==> config.mk <==
export PLATFORM = sky130hd
export DESIGN_NAME = ovl_bank
export DESIGN_NICKNAME = d
export VERILOG_FILES = /design/src/common/ovl_pkg.sv /design/src/rtl/ovl_bank.sv
export SDC_FILE = /design/constraint.sdc
export NUM_CORES = 2
export LEC_CHECK = 0
export ABC_AREA = 1
export BUFFER_PORTS_ARGS = -buffer_cell sky130_fd_sc_hd__buf_2
export CORE_MARGIN = 5
export CORE_UTILIZATION = 28
export DETAILED_ROUTE_END_ITERATION = 6
export GPL_TIMING_DRIVEN = 0
export SKIP_CTS_REPAIR_TIMING = 1
export SYNTH_ARGS = -nofsm -noshare
export SYNTH_HDL_FRONTEND = slang
export SYNTH_SLANG_ARGS = --single-unit
==> constraint.sdc <==
create_clock -name clk -period 8.2 [get_ports clk]
set_clock_uncertainty 0.15 [all_clocks]
set_input_delay 1.64 -clock clk [delete_from_list [all_inputs] [get_ports clk]]
set_output_delay 1.64 -clock clk [all_outputs]
set_load 0.05 [all_outputs]
==> src/common/ovl_pkg.sv <==
// constants for the paged output voltage limit command bank
// Function
// - output format byte is 3-bit linear mode plus 5-bit exponent, reads 0x14
// - output format command is read-only; writes never change the exponent
// - each page holds 16-bit nominal set-point at 0x21, reset 0x1000
// - applied voltage, margin high included, clamps to per-page ceiling
// - overvoltage fault when sensed output exceeds threshold at 0x40
// - busy after overvoltage fault threshold change drives common status bits 5 and 6 low
// - low-side clamp response: no gpio, high gate off, low gate on
// - reading above warning 0x42 sets status bits and raises alert
// - adc warnings and power good detected within 90 ms
// - margin high moves output to value at 0x25, host keeps it above nominal
// - margin low moves output to value at 0x26, host keeps it below nominal
// - set-point writes ignored during turn-on rise or turn-off fall
// - steady-state set-point change ramps at transition rate, no step
// - reading below warning 0x43 sets status bits and raises alert
// - undervoltage fault when sensed output crosses threshold at 0x44
// - power good asserts at or above threshold at 0x5E
// - power good negates at or below threshold at 0x5F
// - power good never raises alert; power_good output tracks comparison
// - readback ceiling by range: 4.096/5.5 V high, 2.75 V low
// - nominal above device ceiling flags logic fault and clamps output
// - power good pin reads high at power-up before any comparison
package ovl_pkg;
   localparam logic [7:0]  CMD_FORMAT      = 8'h20;
   localparam logic [7:0]  CMD_NOMINAL     = 8'h21;
   localparam logic [7:0]  CMD_CEILING     = 8'h24;
   localparam logic [7:0]  CMD_MARGIN_HI   = 8'h25;
   localparam logic [7:0]  CMD_MARGIN_LO   = 8'h26;
   localparam logic [7:0]  CMD_OV_FAULT    = 8'h40;
   localparam logic [7:0]  CMD_OV_WARN     = 8'h42;
   localparam logic [7:0]  CMD_UV_WARN     = 8'h43;
   localparam logic [7:0]  CMD_UV_FAULT    = 8'h44;
   localparam logic [7:0]  CMD_PG_ON       = 8'h5E;
   localparam logic [7:0]  CMD_PG_OFF      = 8'h5F;
   localparam logic [7:0]  CMD_DEV_CEILING = 8'hA5;
   localparam logic [7:0]  FORMAT_VALUE    = 8'h14;
   localparam logic [15:0] RST_NOMINAL     = 16'h1000;
   localparam logic [15:0] RST_CEILING0    = 16'h4189;
   localparam logic [15:0] RST_CEILING1    = 16'h5800;
   localparam logic [15:0] RST_MARGIN_HI   = 16'h10CD;
   localparam logic [15:0] RST_MARGIN_LO   = 16'h0F33;
   localparam logic [15:0] RST_OV_FAULT    = 16'h119A;
   localparam logic [15:0] RST_OV_WARN     = 16'h1133;
   localparam logic [15:0] RST_UV_WARN     = 16'h0ECD;
   localparam logic [15:0] RST_UV_FAULT    = 16'h0E66;
   localparam logic [15:0] RST_PG_ON       = 16'h0EE1;
   localparam logic [15:0] RST_PG_OFF      = 16'h0EB8;
   // 4.096 V, 5.5 V and 2.75 V at the 2^-12 step
   localparam logic [15:0] DEV_MAX_HI0     = 16'h4189;
   localparam logic [15:0] DEV_MAX_HI1     = 16'h5800;
   localparam logic [15:0] DEV_MAX_LO      = 16'h2C00;
   // status bit positions
   localparam int          STS_OV_WARN     = 7;
   localparam int          STS_UV_WARN     = 5;
   localparam int          STS_OV_FAULT    = 6;
   localparam int          STS_UV_FAULT    = 4;
   localparam int          WORD_VOUT       = 15;
   localparam int          WORD_PGOOD_N    = 11;
   localparam int          BYTE_NOTA       = 0;
   localparam int          COMMON_BUSY_A   = 5;
   localparam int          COMMON_BUSY_B   = 6;
   // timing
   localparam int          CLK_HZ          = 20_000_000;
   localparam int          RECALC_US       = 10_000;
   localparam int          RECALC_CYCLES   = RECALC_US * (CLK_HZ / 1_000_000);
   localparam logic [1:0]  OP_NOMINAL      = 2'h0;
   localparam logic [1:0]  OP_MARGIN_LO    = 2'h1;
   localparam logic [1:0]  OP_MARGIN_HI    = 2'h2;
   typedef enum logic [1:0] {
      SEQ_OFF    = 2'b00,
      SEQ_RISE   = 2'b01,
      SEQ_STEADY = 2'b10,
      SEQ_FALL   = 2'b11
   } ovl_seq_type;
endpackage

==> src/rtl/ovl_bank.sv <==
// paged output voltage set-point, limit and status bank
`timescale 1ns/1ps
module ovl_bank #(
   parameter int PAGES         = 2,
   parameter int RECALC_CYCLES = ovl_pkg::RECALC_CYCLES
) (
   // clock and reset
   input  wire logic        clk,
   input  wire logic        rst,
   // command port from the framing layer
   input  wire logic        cmd_write,
   input  wire logic [7:0]  cmd_code,
   input  wire logic        cmd_page,
   input  wire logic [15:0] cmd_wdata,
   output logic      [15:0] cmd_rdata,
   input  wire logic        status_clear,
   // operating context, same clock
   input  wire logic [1:0]  operation_mode,
   input  wire logic [1:0]  seq_phase,
   input  wire logic        low_range,
   input  wire logic        ov_clamp_response,
   input  wire logic        ramp_tick,
   input  wire logic        adc_valid,
   input  wire logic        adc_page,
   input  wire logic [15:0] adc_vout,
   // outputs
   output logic [1:0][15:0] applied_setpoint,
   output logic      [1:0]  high_side_gate,
   output logic      [1:0]  low_side_gate,
   output logic             gpio_fault,
   output logic             alert,
   output logic      [1:0]  power_good,
   output logic             logic_fault,
   output logic      [7:0]  common_status_register,
   output logic      [1:0][7:0] status_vout
);
   ////////////////////////////////////////////////////////////////////////
   logic [1:0][15:0] nominal, ceiling, margin_hi, margin_lo;
   logic [1:0][15:0] ov_fault, ov_warn, uv_warn, uv_fault, pg_on, pg_off;
   logic [1:0][15:0] target;
   logic [1:0][15:0] dev_max;
   logic [31:0]      busy_count;
   logic             set_ok;
   logic [15:0]      next_rdata;

   // set-point and margin writes refused while the output is sequencing
   assign set_ok = (seq_phase != ovl_pkg::SEQ_RISE)
                 && (seq_phase != ovl_pkg::SEQ_FALL);

   genvar p;
   generate
      for (p = 0; p < 2; p++) begin : g_page
         logic [15:0] sel;
         logic [15:0] lim;
         always_comb begin
            sel = nominal[p];
            if (operation_mode == ovl_pkg::OP_MARGIN_HI) begin
               sel = margin_hi[p];
            end else if (operation_mode == ovl_pkg::OP_MARGIN_LO) begin
               sel = margin_lo[p];
            end
            dev_max[p] = low_range ? ovl_pkg::DEV_MAX_LO
                       : (p == 0 ? ovl_pkg::DEV_MAX_HI0
                                 : ovl_pkg::DEV_MAX_HI1);
            lim = (ceiling[p] < dev_max[p]) ? ceiling[p] : dev_max[p];
            target[p] = (sel > lim) ? lim : sel;
         end

         always_ff @(posedge clk) begin
            if (rst) begin
               nominal[p]   <= ovl_pkg::RST_NOMINAL;
               ceiling[p]   <= (p == 0) ? ovl_pkg::RST_CEILING0
                                        : ovl_pkg::RST_CEILING1;
               margin_hi[p] <= ovl_pkg::RST_MARGIN_HI;
               margin_lo[p] <= ovl_pkg::RST_MARGIN_LO;
               ov_fault[p]  <= ovl_pkg::RST_OV_FAULT;
               ov_warn[p]   <= ovl_pkg::RST_OV_WARN;
               uv_warn[p]   <= ovl_pkg::RST_UV_WARN;
               uv_fault[p]  <= ovl_pkg::RST_UV_FAULT;
               pg_on[p]     <= ovl_pkg::RST_PG_ON;
               pg_off[p]    <= ovl_pkg::RST_PG_OFF;
            end else if (cmd_write && cmd_page == p) begin
               // format code has no storage, so writes cannot touch it
               if (cmd_code == ovl_pkg::CMD_NOMINAL && set_ok) begin
                  nominal[p] <= cmd_wdata;
               end else if (cmd_code == ovl_pkg::CMD_CEILING) begin
                  ceiling[p] <= cmd_wdata;
               end else if (cmd_code == ovl_pkg::CMD_MARGIN_HI && set_ok) begin
                  margin_hi[p] <= cmd_wdata;
               end else if (cmd_code == ovl_pkg::CMD_MARGIN_LO && set_ok) begin
                  margin_lo[p] <= cmd_wdata;
               end else if (cmd_code == ovl_pkg::CMD_OV_FAULT) begin
                  ov_fault[p] <= cmd_wdata;
               end else if (cmd_code == ovl_pkg::CMD_OV_WARN) begin
                  ov_warn[p] <= cmd_wdata;
               end else if (cmd_code == ovl_pkg::CMD_UV_WARN) begin
                  uv_warn[p] <= cmd_wdata;
               end else if (cmd_code == ovl_pkg::CMD_UV_FAULT) begin
                  uv_fault[p] <= cmd_wdata;
               end else if (cmd_code == ovl_pkg::CMD_PG_ON) begin
                  pg_on[p] <= cmd_wdata;
               end else if (cmd_code == ovl_pkg::CMD_PG_OFF) begin
                  pg_off[p] <= cmd_wdata;
               end
            end
         end

         // applied value ramps one step per tick once in steady state
         always_ff @(posedge clk) begin
            if (rst) begin
               applied_setpoint[p] <= ovl_pkg::RST_NOMINAL;
            end else if (seq_phase != ovl_pkg::SEQ_STEADY) begin
               if (set_ok) begin
                  applied_setpoint[p] <= target[p];
               end
            end else if (ramp_tick) begin
               if (applied_setpoint[p] < target[p]) begin
                  applied_setpoint[p] <= applied_setpoint[p] + 16'h0001;
               end else if (applied_setpoint[p] > target[p]) begin
                  applied_setpoint[p] <= applied_setpoint[p] - 16'h0001;
               end
            end
         end

         // comparisons evaluated on each adc sample, well inside 90 ms
         wire hit = adc_valid && (adc_page == p);
         always_ff @(posedge clk) begin
            if (rst) begin
               status_vout[p]    <= 8'h00;
               power_good[p]     <= 1'b1;
               high_side_gate[p] <= 1'b1;
               low_side_gate[p]  <= 1'b0;
            end else begin
               if (status_clear) begin
                  status_vout[p] <= 8'h00;
               end
               if (hit) begin
                  if (adc_vout > ov_warn[p]) begin
                     status_vout[p][ovl_pkg::STS_OV_WARN] <= 1'b1;
                  end
                  if (adc_vout < uv_warn[p]) begin
                     status_vout[p][ovl_pkg::STS_UV_WARN] <= 1'b1;
                  end
                  if (adc_vout > ov_fault[p]) begin
                     status_vout[p][ovl_pkg::STS_OV_FAULT] <= 1'b1;
                     if (ov_clamp_response) begin
                        high_side_gate[p] <= 1'b0;
                        low_side_gate[p]  <= 1'b1;
                     end
                  end
                  if (adc_vout < uv_fault[p]) begin
                     status_vout[p][ovl_pkg::STS_UV_FAULT] <= 1'b1;
                  end
                  if (adc_vout >= pg_on[p]) begin
                     power_good[p] <= 1'b1;
                  end else if (adc_vout <= pg_off[p]) begin
                     power_good[p] <= 1'b0;
                  end
               end
            end
         end
      end
   endgenerate

   ////////////////////////////////////////////////////////////////////////
   // gpio only for propagated faults not handled by the clamp
   always_ff @(posedge clk) begin
      if (rst) begin
         gpio_fault <= 1'b0;
      end else begin
         gpio_fault <= !ov_clamp_response
                    && (status_vout[0][ovl_pkg::STS_OV_FAULT]
                     || status_vout[1][ovl_pkg::STS_OV_FAULT]);
      end
   end

   // power good deliberately absent from the alert term
   always_ff @(posedge clk) begin
      if (rst) begin
         alert <= 1'b0;
      end else begin
         alert <= |status_vout[0] || |status_vout[1] || logic_fault;
      end
   end

   // sticky; a new violation wins over the clear
   always_ff @(posedge clk) begin
      if (rst) begin
         logic_fault <= 1'b0;
      end else if (cmd_write && cmd_code == ovl_pkg::CMD_NOMINAL
                   && set_ok && cmd_wdata > dev_max[cmd_page]) begin
         logic_fault <= 1'b1;
      end else if (status_clear) begin
         logic_fault <= 1'b0;
      end
   end

   // recalculation window after overvoltage fault threshold writes
   always_ff @(posedge clk) begin
      if (rst) begin
         busy_count <= 32'h00000000;
      end else if (cmd_write && cmd_code == ovl_pkg::CMD_OV_FAULT) begin
         busy_count <= 32'(RECALC_CYCLES);
      end else if (busy_count != 32'h00000000) begin
         busy_count <= busy_count - 32'h00000001;
      end
   end

   always_ff @(posedge clk) begin
      if (rst) begin
         common_status_register <= 8'hFF;
      end else begin
         common_status_register <= 8'hFF;
         common_status_register[ovl_pkg::COMMON_BUSY_A] <=
            !(busy_count > 32'h00000001) && !(cmd_write
            && cmd_code == ovl_pkg::CMD_OV_FAULT);
         common_status_register[ovl_pkg::COMMON_BUSY_B] <=
            !(busy_count > 32'h00000001) && !(cmd_write
            && cmd_code == ovl_pkg::CMD_OV_FAULT);
      end
   end

   ////////////////////////////////////////////////////////////////////////
   always_comb begin
      next_rdata = 16'h0000;
      if (cmd_code == ovl_pkg::CMD_FORMAT) begin
         next_rdata = {8'h00, ovl_pkg::FORMAT_VALUE};
      end else if (cmd_code == ovl_pkg::CMD_NOMINAL) begin
         next_rdata = nominal[cmd_page];
      end else if (cmd_code == ovl_pkg::CMD_CEILING) begin
         next_rdata = ceiling[cmd_page];
      end else if (cmd_code == ovl_pkg::CMD_MARGIN_HI) begin
         next_rdata = margin_hi[cmd_page];
      end else if (cmd_code == ovl_pkg::CMD_MARGIN_LO) begin
         next_rdata = margin_lo[cmd_page];
      end else if (cmd_code == ovl_pkg::CMD_OV_FAULT) begin
         next_rdata = ov_fault[cmd_page];
      end else if (cmd_code == ovl_pkg::CMD_OV_WARN) begin
         next_rdata = ov_warn[cmd_page];
      end else if (cmd_code == ovl_pkg::CMD_UV_WARN) begin
         next_rdata = uv_warn[cmd_page];
      end else if (cmd_code == ovl_pkg::CMD_UV_FAULT) begin
         next_rdata = uv_fault[cmd_page];
      end else if (cmd_code == ovl_pkg::CMD_PG_ON) begin
         next_rdata = pg_on[cmd_page];
      end else if (cmd_code == ovl_pkg::CMD_PG_OFF) begin
         next_rdata = pg_off[cmd_page];
      end else if (cmd_code == ovl_pkg::CMD_DEV_CEILING) begin
         next_rdata = dev_max[cmd_page];
      end
   end

   always_ff @(posedge clk) begin
      if (rst) begin
         cmd_rdata <= 16'h0000;
      end else begin
         cmd_rdata <= next_rdata;
      end
   end
endmodule
==> results.sh <==
export IMPL_synth_flop_cell="dfxtp_1"
export IMPL_num_io_pins=135
export IMPL_place_hpwl_mm=93.59
export IMPL_htreeDepth=2
export IMPL_hold_path_class="flop to flop"
export IMPL_area_delta_synth_final_pct=14.48
export IMPL_die_area_mm2=0.1043
export IMPL_fin_cells=5469
export IMPL_grt_pass1_vias=26810
export IMPL_routed_via_count=29190
export IMPL_critical_path_buf_inv_count=5
export IMPL_place_congestion=1.026
export IMPL_dp_cells=5374
export IMPL_cts_sinks=418
export IMPL_min_from="low_side_gate[0]$_SDFFE_PP0P_"
export IMPL_synthTopCellsByArea="dfxtp_1 (31%), ha_1 (14%), nand2_1 (11%), a21oi_1 (9.0%), o21ai_0 (7.7%)"
export IMPL_drt_iter0_markers=3367
export IMPL_track_usage_pct=22.61
export IMPL_cts_tree="yes"
export IMPL_layout_drive_gt1_share_pct=8.831
export IMPL_critical_path_top_delay_family="compound AO/OA/AOI/OAI gates"
export IMPL_synth_area_mm2=0.02742
export IMPL_cts_max_path_buffers=3
export IMPL_pwr_density_cell_mw_per_mm2=204.4
export IMPL_layout_cells_most_common_list="nand2_1 (810), a21oi_1 (494), inv_1 (456)"
export IMPL_final_nets=4509
export IMPL_cap_violations=2
export IMPL_ys_seq_elements=418
export IMPL_worstHoldEndpoint="low_side_gate[0]$_SDFFE_PP0P_"
export IMPL_path_clk_slew_ns=0.06
export IMPL_synthArstFlopShare_pct=0
export IMPL_viasPerCell=5.337
export IMPL_start_kind="input port"
export IMPL_core_mm2=0.09699
export IMPL_grt_setup_unrepaired="no"
export IMPL_syn_inst=3965
export IMPL_synth_enable_flop_cells=0
export IMPL_die_h_um=322.9
export IMPL_critical_path_depth=34
export IMPL_max_slew_worst_pin_slew_ns=1.594
export IMPL_r2r_cells=33
export IMPL_antenna_found_initial=5
export IMPL_r2r_start="ceiling[7]$_SDFFE_PP1P_"
export IMPL_finalHoldViolCount=0
export IMPL_period_minus_slack_ns=7.558
export IMPL_port_buffers=119
export IMPL_outcome="finished with violations"
export IMPL_grt_overflow=0
export IMPL_critical_path_class="input port to flop"
export IMPL_grt_start_max_net_pins=18
export IMPL_required_ns=8.47
export IMPL_fin_setup_tns_ns=0
export IMPL_ys_warn_count=0
export IMPL_critPathMaxStageDelay_ns=0.40
export IMPL_setup_viol=0
export IMPL_worstPathArrival_ns=7.83
export IMPL_drtPass1Iterations=7
export IMPL_p_leak_uw=0.01481
export IMPL_endpoint_kind="flop"
export IMPL_cp_common_cell="a21oi_1"
export IMPL_postRouteAntennaNets=0
export IMPL_holdPathStages=2
export IMPL_worstPathMaxFanout=17
export IMPL_place_ws_ns=-0.4175
export IMPL_synth_top_area_share_pct=30.52
export IMPL_r2r_end="applied_setpoint[15]$_SDFFE_PP0P_"
export IMPL_reg2reg_slack_ns=1.90
export IMPL_slew_headroom_pct=-6.266
export IMPL_cts_inserted_buffers=50
export IMPL_grt_pass1_wl_mm=176.1
export IMPL_clock_latency_ns=0.61
export IMPL_cts_root_buf="clkbuf_16"
export IMPL_crit_slowest_cell="ha_1"
export IMPL_drcViolationCount=0
export IMPL_fillerInstances=10610
export IMPL_wl_per_cell_um=22.65
export IMPL_fp_row_count=114
export IMPL_wl_mm=123.9
export IMPL_die_x_um=322.9
export IMPL_irDropWorstVdd_v=0.0001565
export IMPL_start_util_pct=28.27
export IMPL_worst_slack_ns=0.6423
export IMPL_slew_viol_final=22
export IMPL_fmax_ghz=0.1323
export IMPL_yosysSeqAreaShare_pct=30.52
export IMPL_synth_distinct_cells=59
export IMPL_fin_crit_sh_pct=92.17
export IMPL_violations="max-capacitance violations, max-slew violations"
export IMPL_postSynthAreaPerCell_um2=6.916
export IMPL_layout_commonest_cell="nand2_1"
export IMPL_synth_largest_area_cell="dfxtp_1"
logic make-up (layout without fill, tap and decap cells):
family / after synthesis / count (layout) / synth area share, %
buffers and inverters: 685 / 896 / 10.08
AO/OA/AOI/OAI: 1163 / 1163 / 23.33
AND/OR/NAND/NOR: 1366 / 1366 / 21.27
other: 2 / 19 / 0.02739
flip-flops: 418 / 418 / 30.52
XOR/XNOR: 28 / 28 / 0.8944
adder cells (fa/ha/maj): 303 / 303 / 13.88
per-layer routing:
metal	up-vias	wire [um]	track usage [%]
met5	-	22	0
met4	4	6749	10.87
met3	346	12970	4.936
met2	1541	54010	35.72
met1	13550	50120	29.39
li1	13750	-	-
worst min-delay path: stages (launching register included):
cell and delay, ns:
dfxtp_1 0.30, inv_1 0.04, a21oi_1 0.05
cell type report:
| type | count | area [um^2] | share of cell area [%] |
|---|---|---|---|
| repair buffers | 122 | 618.1 | 1.969 |
| clock buffers | 61 | 1344 | 4.281 |
| multi-input cells | 2876 | 16350 | 52.10 |
| clock inverters | 29 | 336.6 | 1.072 |
| diodes | 3 | 7.507 | 0.02392 |
| well taps | 1276 | 1597 | 5.086 |
| inverters | 480 | 1813 | 5.776 |
| plain buffers | 204 | 953.4 | 3.037 |
| flip-flops and latches | 418 | 8368 | 26.66 |
state kept, by name (all words and copies together) (netlist names), 2 cells and up:
| signal | flops |
|---|---|
| cmd_rdata | 16 |
| uv_fault | 32 |
| uv_warn | 32 |
| ceiling | 32 |
| margin_hi | 32 |
| busy_count | 32 |
| power_good | 2 |
| applied_setpoint | 32 |
| ov_warn | 32 |
| high_side_gate | 2 |
| ov_fault | 32 |
| pg_on | 32 |
| pg_off | 32 |
| nominal | 32 |
| status_vout | 8 |
| margin_lo | 32 |
| low_side_gate | 2 |
power breakdown:
group	total, uW	leakage, uW	internal [uW]	switching [uW]
Combinational	1840	0.0106	575	1270
Sequential	2220	0.00338	2130	91.1
Clock	2360	0.000813	1360	999
Total	6420	0.0148	4060	2360
synth_stat cells, drive strengths merged, types with 5 or more instances:
cell      n
clkbuf  115
dfxtp   418
clkinv    7
nand2   823
o22ai     8
ha      301
nand3b    6
o21a     18
nor2    248
o21bai    6
nand3   167
a211oi   12
a21oi   495
nand4    49
xnor2     9
a21boi    5
o21ai   438
nor4      6
xor2     19
buf      90
inv     473
and2      6
or2      16
o211ai  151
a31oi    12
nor3     41
how the worst max path moves through the flow:
| stage | start | end | slack, ns |
|---|---|---|---|
| 2_1_floorplan | low_range | applied_setpoint[10]$_SDFFE_PP0P_ | 1.34 |
| 3_3_place_gp | low_range | applied_setpoint[15]$_SDFFE_PP0P_ | -0.42 |
| 3_5_place_dp | low_range | applied_setpoint[15]$_SDFFE_PP0P_ | -0.42 |
| 4_1_cts | low_range | applied_setpoint[15]$_SDFFE_PP0P_ | 0.20 |
| 5_1_grt | low_range | applied_setpoint[15]$_SDFFE_PP0P_ | 0.02 |
| 6_report | low_range | applied_setpoint[15]$_SDFFE_PP0P_ | 0.64 |
through the flow:
| stage | hold WS, ns | cell area, um^2 | total power (uW) | utilization [%] |
|---|---|---|---|---|
| after floorplan | 0.2858 | 27470 | 3549 | - |
| after global placement | 0.2792 | 29660 | 4059 | 30.58 |
| after detailed placement | 0.2849 | 29660 | 4072 | 30.58 |
| after CTS | 0.2966 | 31350 | 6411 | 32.32 |
| after global routing | 0.3213 | 31390 | 6738 | 32.36 |
| final | 0.2947 | 31390 | 6417 | 32.36 |
No activity file was read; power rests on OpenSTA's default activity.
